`config.mk`:
```
export PLATFORM = sky130hd
export DESIGN_NAME = sarseq_core
export DESIGN_NICKNAME = d
export VERILOG_FILES = /design/src/shared/sarseq_pkg.sv /design/src/logic/sarseq_sar_div.sv /design/src/logic/sarseq_core.sv
export SDC_FILE = /design/constraint.sdc
export NUM_CORES = 1
export LEC_CHECK = 0
export ABC_AREA = 0
export ABC_CLOCK_PERIOD_IN_PS = 4000
export BUFFER_PORTS_ARGS = -buffer_cell sky130_fd_sc_hd__buf_4
export CAP_MARGIN = 5
export CORE_ASPECT_RATIO = 1.4
export CORE_MARGIN = 3
export CORE_UTILIZATION = 50
export DETAILED_ROUTE_END_ITERATION = 7
export PLACE_DENSITY = 0.84
export SYNTH_ARGS = -nofsm -noshare
export SYNTH_HDL_FRONTEND = slang
export SYNTH_SLANG_ARGS = --single-unit
```
`constraint.sdc`:
```
create_clock -name clk -period 4 [get_ports clk]
set_input_delay 0.4 -clock clk [delete_from_list [all_inputs] [get_ports clk]]
set_output_delay 0.4 -clock clk [all_outputs]
set_load 0.005 [all_outputs]
```
`src/shared/sarseq_pkg.sv`:
```
// shared constants and state encoding for the sar converter sequencer
// assumes one system clock; slower rates arrive as enable pulses
package sarseq_pkg;

    // sequencer states, gray along idle -> power-up -> track -> convert -> idle
    typedef enum logic [1:0] {
        ST_IDLE  = 2'h0,
        ST_PWRUP = 2'h1,
        ST_TRACK = 2'h3,
        ST_CONV  = 2'h2
    } sarseq_state_t;

    // convert-start source codes
    localparam logic [1:0] SRC_BUSY = 2'h0;
    localparam logic [1:0] SRC_PIN = 2'h1;
    localparam logic [1:0] SRC_TMR1 = 2'h2;
    localparam logic [1:0] SRC_TMR2 = 2'h3;

    // tracking mode codes; 00 behaves as post-tracking
    localparam logic [1:0] TRK_POST = 2'h1;
    localparam logic [1:0] TRK_PRE = 2'h2;
    localparam logic [1:0] TRK_DUAL = 2'h3;

    // repeat count codes
    localparam logic [1:0] RPT_1 = 2'h0;
    localparam logic [1:0] RPT_4 = 2'h1;
    localparam logic [1:0] RPT_8 = 2'h2;
    localparam logic [1:0] RPT_16 = 2'h3;

    // timing counts in subsystem or sar clock ticks
    localparam logic [5:0] TRACK_EXTRA = 6'h02;
    localparam logic [5:0] PWRUP_EXTRA = 6'h01;
    localparam logic [5:0] SAR_CYCLES = 6'h0d;

    // conversion phases: lead conv_subsystem_clk tick, sar steps, trail conv_subsystem_clk tick
    localparam logic [1:0] PH_LEAD = 2'h0;
    localparam logic [1:0] PH_SAR = 2'h1;
    localparam logic [1:0] PH_TRAIL = 2'h2;

    // reset values
    localparam logic [15:0] RESULT_RST = 16'h0000;
    localparam logic [4:0] DIV_RST = 5'h00;

endpackage : sarseq_pkg

```
`src/logic/sarseq_sar_div.sv`:
```
// sar clock divider: one sar tick per (ratio + 1) subsystem ticks
// assumes conv_subsystem_clk_en is a one-cycle enable on clk; run low restarts the count
module sarseq_sar_div (
    input wire logic clk,
    input wire logic arst_n,
    input wire logic conv_subsystem_clk_en,
    input wire logic run,
    input wire logic [4:0] ratio,
    output logic sar_tick
);

    typedef struct packed {
        logic [4:0] cnt;
    } sarseq_div_t;

    sarseq_div_t s_q;
    sarseq_div_t s_d;

    // tick on the last subsystem tick of each divided period
    assign sar_tick = run && conv_subsystem_clk_en && (s_q.cnt == ratio);

    // restart on every run so the first sar step is a full period long
    always_comb begin
        s_d = s_q;
        if (!run) begin
            s_d.cnt = sarseq_pkg::DIV_RST;
        end else if (conv_subsystem_clk_en) begin
            s_d.cnt = sar_tick ? sarseq_pkg::DIV_RST : 5'(s_q.cnt + 5'h01);
        end
    end

    always_ff @(posedge clk or negedge arst_n) begin
        if (!arst_n) begin
            s_q <= '0;
        end else begin
            s_q <= s_d;
        end
    end

endmodule : sarseq_sar_div

```
`src/logic/sarseq_core.sv`:
```
// convert-start selection, tracking, conversion timing, burst and accumulation
// assumes all inputs synchronous to clk; burst_osc_tick is the oscillator as an enable
module sarseq_core (
    input wire logic clk,
    input wire logic arst_n,
    input wire logic conv_power_on,
    input wire logic [1:0] start_source_sel,
    input wire logic busy_write,
    input wire logic ext_convert_start,
    input wire logic timer1_ovf,
    input wire logic timer2_low_ovf,
    input wire logic timer2_high_ovf,
    input wire logic timer2_split8,
    input wire logic [1:0] track_mode_sel,
    input wire logic [3:0] track_time_sel,
    input wire logic burst_mode_on,
    input wire logic burst_osc_tick,
    input wire logic [4:0] sar_clk_divider,
    input wire logic [4:0] powerup_wait_sel,
    input wire logic [1:0] repeat_count_sel,
    input wire logic left_justify_sel,
    input wire logic eoc_irq_en,
    input wire logic done_clear,
    input wire logic [11:0] adc_sample,
    output logic conv_powered,
    output logic sample_connect,
    output logic conv_in_progress,
    output logic sar_step,
    output logic conv_done_flag,
    output logic eoc_irq_req,
    output logic window_cmp_go,
    output logic [7:0] result_high_byte,
    output logic [7:0] result_low_byte
);

    typedef struct packed {
        sarseq_pkg::sarseq_state_t st;
        logic [5:0] cnt;
        logic [1:0] cph;
        logic [4:0] nsamp;
        logic [15:0] acc;
        logic [15:0] res;
        logic flag;
        logic wc;
        logic [2:0] pin;
    } sarseq_regs_t;

    sarseq_regs_t s_q;
    sarseq_regs_t s_d;

    // number of samples in one series
    function automatic logic [4:0] rpt_len(input logic [1:0] sel);
        case (sel)
            sarseq_pkg::RPT_1: rpt_len = 5'h01;
            sarseq_pkg::RPT_4: rpt_len = 5'h04;
            sarseq_pkg::RPT_8: rpt_len = 5'h08;
            sarseq_pkg::RPT_16: rpt_len = 5'h10;
            default: rpt_len = 5'h01;
        endcase
    endfunction : rpt_len

    // timer 2 overflow follows the timer's width
    function automatic logic tmr2_ovf(input logic split8, input logic lo, input logic hi);
        tmr2_ovf = split8 ? lo : hi;
    endfunction : tmr2_ovf

    logic conv_subsystem_clk_en;
    logic pin_rise;
    logic start_evt;
    logic timed_track;
    logic idle_on;
    logic [4:0] len;
    logic [5:0] trk_len;
    logic [5:0] pwr_len;
    logic [15:0] acc_sum;
    logic last_sample;

    // subsystem clock rate as an enable: every cycle, or the burst oscillator tick
    assign conv_subsystem_clk_en = burst_mode_on ? burst_osc_tick : 1'b1;

    // pin edge taken after the second sync stage only
    assign pin_rise = s_q.pin[1] && !s_q.pin[2];

    // start source mux
    always_comb begin
        case (start_source_sel)
            sarseq_pkg::SRC_BUSY: start_evt = busy_write;
            sarseq_pkg::SRC_PIN: start_evt = pin_rise;
            sarseq_pkg::SRC_TMR1: start_evt = timer1_ovf;
            sarseq_pkg::SRC_TMR2: start_evt = tmr2_ovf(timer2_split8, timer2_low_ovf, timer2_high_ovf);
            default: start_evt = 1'b0;
        endcase
    end

    // pre-tracking is never used in burst; a stray setting falls back to the timed track interval, with sample_connect held low
    assign timed_track = burst_mode_on || (track_mode_sel != sarseq_pkg::TRK_PRE);
    assign idle_on = conv_power_on;
    assign len = rpt_len(repeat_count_sel);
    assign trk_len = 6'({2'h0, track_time_sel}) + sarseq_pkg::TRACK_EXTRA;
    assign pwr_len = 6'({1'b0, powerup_wait_sel}) + sarseq_pkg::PWRUP_EXTRA;
    assign acc_sum = 16'(s_q.acc + {4'h0, adc_sample});
    assign last_sample = (5'(s_q.nsamp + 5'h01) == len);

    sarseq_sar_div u_div (
        .clk(clk),
        .arst_n(arst_n),
        .conv_subsystem_clk_en(conv_subsystem_clk_en),
        .run(s_q.st == sarseq_pkg::ST_CONV && s_q.cph == sarseq_pkg::PH_SAR),
        .ratio(sar_clk_divider),
        .sar_tick(sar_step)
    );

    // sequencer; starts while busy are ignored
    always_comb begin
        s_d = s_q;
        s_d.wc = 1'b0;
        s_d.pin = {s_q.pin[1:0], ext_convert_start};
        case (s_q.st)
            sarseq_pkg::ST_IDLE: begin
                // normal mode needs the enable; burst powers itself up
                if (start_evt && (burst_mode_on || conv_power_on)) begin
                    s_d.cnt = 6'h00;
                    s_d.cph = sarseq_pkg::PH_LEAD;
                    if (burst_mode_on || s_q.nsamp == 5'h00) begin
                        s_d.acc = 16'h0000;
                        s_d.nsamp = 5'h00;
                    end
                    if (burst_mode_on && !idle_on) begin
                        s_d.st = sarseq_pkg::ST_PWRUP;
                    end else if (timed_track) begin
                        s_d.st = sarseq_pkg::ST_TRACK;
                    end else begin
                        s_d.st = sarseq_pkg::ST_CONV;
                    end
                end
            end
            sarseq_pkg::ST_PWRUP: begin
                if (conv_subsystem_clk_en) begin
                    s_d.cnt = 6'(s_q.cnt + 6'h01);
                    if (6'(s_q.cnt + 6'h01) == pwr_len) begin
                        s_d.cnt = 6'h00;
                        s_d.st = sarseq_pkg::ST_TRACK;
                    end
                end
            end
            sarseq_pkg::ST_TRACK: begin
                if (conv_subsystem_clk_en) begin
                    s_d.cnt = 6'(s_q.cnt + 6'h01);
                    if (6'(s_q.cnt + 6'h01) == trk_len) begin
                        s_d.cnt = 6'h00;
                        s_d.cph = sarseq_pkg::PH_LEAD;
                        s_d.st = sarseq_pkg::ST_CONV;
                    end
                end
            end
            sarseq_pkg::ST_CONV: begin
                // one lead tick, 13 sar steps, one trail tick
                case (s_q.cph)
                    sarseq_pkg::PH_LEAD: begin
                        if (conv_subsystem_clk_en) begin
                            s_d.cph = sarseq_pkg::PH_SAR;
                        end
                    end
                    sarseq_pkg::PH_SAR: begin
                        if (sar_step) begin
                            s_d.cnt = 6'(s_q.cnt + 6'h01);
                            if (6'(s_q.cnt + 6'h01) == sarseq_pkg::SAR_CYCLES) begin
                                s_d.cnt = 6'h00;
                                s_d.cph = sarseq_pkg::PH_TRAIL;
                            end
                        end
                    end
                    default: begin
                        if (conv_subsystem_clk_en) begin
                            s_d.acc = acc_sum;
                            s_d.nsamp = 5'(s_q.nsamp + 5'h01);
                            s_d.cph = sarseq_pkg::PH_LEAD;
                            s_d.st = sarseq_pkg::ST_IDLE;
                            if (last_sample) begin
                                s_d.nsamp = 5'h00;
                                s_d.wc = 1'b1;
                                s_d.flag = 1'b1;
                                // summed series are always right-justified
                                if (len != 5'h01) begin
                                    s_d.res = acc_sum;
                                end else if (left_justify_sel) begin
                                    s_d.res = {adc_sample, 4'h0};
                                end else begin
                                    s_d.res = {4'h0, adc_sample};
                                end
                            end else if (burst_mode_on) begin
                                s_d.st = sarseq_pkg::ST_TRACK;
                            end
                        end
                    end
                endcase
            end
            default: s_d.st = sarseq_pkg::ST_IDLE;
        endcase
        // a completion in the clear cycle keeps the flag set
        if (done_clear && !(s_d.flag && !s_q.flag)) begin
            s_d.flag = 1'b0;
        end
    end

    always_ff @(posedge clk or negedge arst_n) begin
        if (!arst_n) begin
            s_q <= '0;
        end else begin
            s_q <= s_d;
        end
    end

    // power and sampling switch; busy covers the whole burst series
    assign conv_in_progress = (s_q.st != sarseq_pkg::ST_IDLE);
    assign conv_powered = conv_power_on || conv_in_progress;
    always_comb begin
        case (track_mode_sel)
            sarseq_pkg::TRK_PRE: sample_connect = conv_powered && s_q.st != sarseq_pkg::ST_CONV && !burst_mode_on;
            sarseq_pkg::TRK_DUAL: sample_connect = s_q.st == sarseq_pkg::ST_TRACK
                || (s_q.st == sarseq_pkg::ST_IDLE && conv_powered);
            default: sample_connect = s_q.st == sarseq_pkg::ST_TRACK;
        endcase
    end

    assign conv_done_flag = s_q.flag;
    assign eoc_irq_req = s_q.flag && eoc_irq_en;
    assign window_cmp_go = s_q.wc;
    assign result_high_byte = s_q.res[15:8];
    assign result_low_byte = s_q.res[7:0];

    // helper counters for the checks below
    logic [5:0] chk_trk;
    logic [5:0] chk_sar;
    always_ff @(posedge clk or negedge arst_n) begin
        if (!arst_n) begin
            chk_trk <= 6'h00;
            chk_sar <= 6'h00;
        end else begin
            chk_trk <= (s_q.st == sarseq_pkg::ST_TRACK) ? 6'(chk_trk + {5'h00, conv_subsystem_clk_en}) : 6'h00;
            chk_sar <= (s_q.st == sarseq_pkg::ST_CONV) ? 6'(chk_sar + {5'h00, sar_step}) : 6'h00;
        end
    end
endmodule : sarseq_core

```
==> reports/metrics.cfg <==
[cts]
ctsLongestPathBuffers = 2
cts_setup_buffers = 0
clock_latency_ns = 0.36
cts_hold_buf = 0
h-tree-depth = 3
cts_tree = yes
cts_buffers = 9
clock-sinks = 57
postCtsResizedCells = 0
clkSlewWorstSetupHoldPaths_ns = 0.08
clockRootBuffer = clkbuf_8

[floorplan]
die_w_microns = 83.0
start_util_pct = 52.6
core-area_sq_mm = 0.00789
die-height_microns = 114
boundaryPins = 69
rows = 38
die_area_sq_mm = 0.00945

[timing]
worst_pin_slew_ns = 1.28
period_share_pct = 66.9
fin_tns_setup_ns = 0
max_freq_mhz = 374
hold_viol = 0
setup_ws_ns = 1.33
timing.slew.headroom_pct = 14.1
rsz0062_at_grt = no
setup_viol = 0
worst_hold_slack_ns = 0.0985
finClkSkew_ns = 0.0205
fin_crit_ns = 2.67
maxSlewViolCount = 0

[layout]
drive_gt1_share_pct = 20.2
fillers = 686
syn_to_final_growth_pct = 15.0
stdcell_count = 609
diodes = 0
final_cell_area_sq_mm = 0.00478
nets = 570

[detailed_routing]
wirelength_mm = 10.1
vias = 3650
wire_per_inst_microns = 16.5
drt-vias-per-instance = 5.99
drc = 0
drt_first_iter_violations = 213
ant_nets = 0
dr.pass1.iters = 5

[synthesis]
synth-main-ff-cell = dfrtp_1
ys_seq_area_share_pct = 34.4
yosysTopAreaCellShare_pct = 34.4
synth_nets = 527
avgSynthCellArea_sq_um = 9.01
netlist-cell-type-count = 71
synth_edf_count = 0
synth_cells = 461
synth_area_leaders = dfrtp_1 (34%), ha_1 (5.7%), xnor2_1 (4.6%)
syn_area_sq_mm = 0.00415
yosysTopAreaCell = dfrtp_1
synth_async_sr_flop_share_pct = 100
ys_ff_latch = 57
synth-warning-count = 0

[setup_path]
end_kind = register
critical_path_required_ns = 4.29
crit_path_start_kind = register
cp_data_arrival_time_ns = 2.97
setup.worst_path.class = register to register
rrSetupSlack_ns = 1.33
crit_fanout = 17

[placement]
dp_hpwl_mm = 7.55
post_dp_cell_area_sq_mm = 0.00458
dp_slack_ns = 1.35
dpl.cell_count = 593
io_buffers = 68
gp_congestion = 0.924

[grt]
antenna_found_initial = 0
grt_max_degree = 58
gr-total-overflow = 0
grtUsageTotal_pct = 22.0
grt_pass1_wl_mm = 16.9
grt_pass1_vias = 3703

[pwr]
p_leak_nw = 2.26
p_per_area_mw_per_mm2 = 348
vdd_ir_drop_max_v = 0.000189

[status]
status = finished, final reports clean

[job]
drv_cap = 0

[worst_hold_path]
hold_path_class = input port to async pin

cell families (layout without fill, tap and decap cells):
logic type | count (synthesis) | in the layout | synth area share (%)
AO/OA/AOI/OAI | 135 | 135 | 22.3
XOR/XNOR | 41 | 41 | 9.34
adder cells (fa/ha/maj) | 20 | 20 | 6.21
buffers and inverters | 53 | 101 | 6.60
flip-flops | 57 | 57 | 34.4
multiplexers | 11 | 11 | 2.74
AND/OR/NAND/NOR | 144 | 144 | 18.4
metal layers:
layer	routed length (microns)	global-route usage [%]	vias up
met4	265	12.8	0
li1	-	-	1743
met2	5270	38.0	111
met5	0	0	-
met1	4120	25.8	1773
met3	417	3.47	23
sequential cells by signal, indices dropped and copies added (netlist names):
| register | flops |
|---|---|
| u_div.s_q | 5 |
| result_high_byte | 8 |
| s_q | 32 |
| conv_done_flag | 1 |
| result_low_byte | 8 |
| s_d | 2 |
| window_cmp_go | 1 |
through the flow:
step,power (mW),util (%)
after floorplan,0.990,-
after CTS,1.67,60.5
after global routing,1.74,60.5
after detailed placement,1.13,58.0
final,1.66,60.5
after global placement,1.10,58.0
critical path, cell delays in order (launching register included):
cell,delay [ns]
dfrtp_1,0.56
and2b_2,0.35
nand3b_4,0.12
nor4_4,0.50
o31ai_1,0.13
buf_4,0.19
or3b_1,0.36
a211oi_1,0.28
a21o_1,0.11
worst paths after layout:
check,to,cells after the start,start
setup / recovery,s_q[46],8,s_q[50]
hold / removal,result_high_byte[3],1,arst_n
setup reg to reg,s_q[46],8,s_q[50]
hold reg to reg,s_d[2],0,s_d[1]
max in group asynchronous,u_div.s_q[4],1,arst_n
min in group clk,s_d[1],1,ext_convert_start
cell usage after synthesis (2+ instances only):
master and instances:
nor3_1 9, a21o_1 10, o21bai_1 4, nor2_1 22
and3_1 7, nand2b_1 5, buf_1 2, nor2b_1 5
xnor2_1 22, o31ai_1 3, nand4_1 8, a311o_1 3
nand3_1 13, o2bb2ai_1 3, o21a_1 5, mux2i_1 8
buf_2 5, a32o_1 3, ha_1 19, a211oi_1 6
a21oi_2 2, nand3b_1 3, o21ai_0 34, o211ai_1 5
nand2_1 48, a21oi_1 22, nor4_1 2, o41ai_1 2
a21boi_0 2, xor2_1 17, a31oi_1 8, or3_1 4
a22o_1 10, inv_1 15, mux2_2 3, o211a_1 3
buf_4 16, dfrtp_1 57, clkbuf_1 12, or2_2 3
report_power, final:
part / total, mW / switching (mW) / internal, mW / leakage, nW
Combinational: 0.439 / 0.230 / 0.209 / 1.40
Clock: 0.542 / 0.256 / 0.286 / 0.0912
Sequential: 0.682 / 0.0684 / 0.614 / 0.771
area by class of cell:
cell class	count	area, sq um	share of cell area (%)
clock buffer	9	124	2.59
clock inverter	7	71.3	1.49
inverter	16	60.1	1.26
multi-input combinational	351	2450	51.3
sequential	57	1430	29.9
tap	100	125	2.62
timing repair buffer	69	518	10.8
placed cells by master, fill, tap and decap left out, drive strengths merged, types with 8 or more instances in the layout:
cell type,n
a21o,10
a21oi,24
a22o,10
a31oi,8
buf,69
clkbuf,9
dfrtp,57
ha,19
inv,16
mux2i,8
nand2,48
nand3,14
nand4,9
nor2,22
nor3,9
o21ai,34
xnor2,22
xor2,17
(Power assumes the default switching activity.)
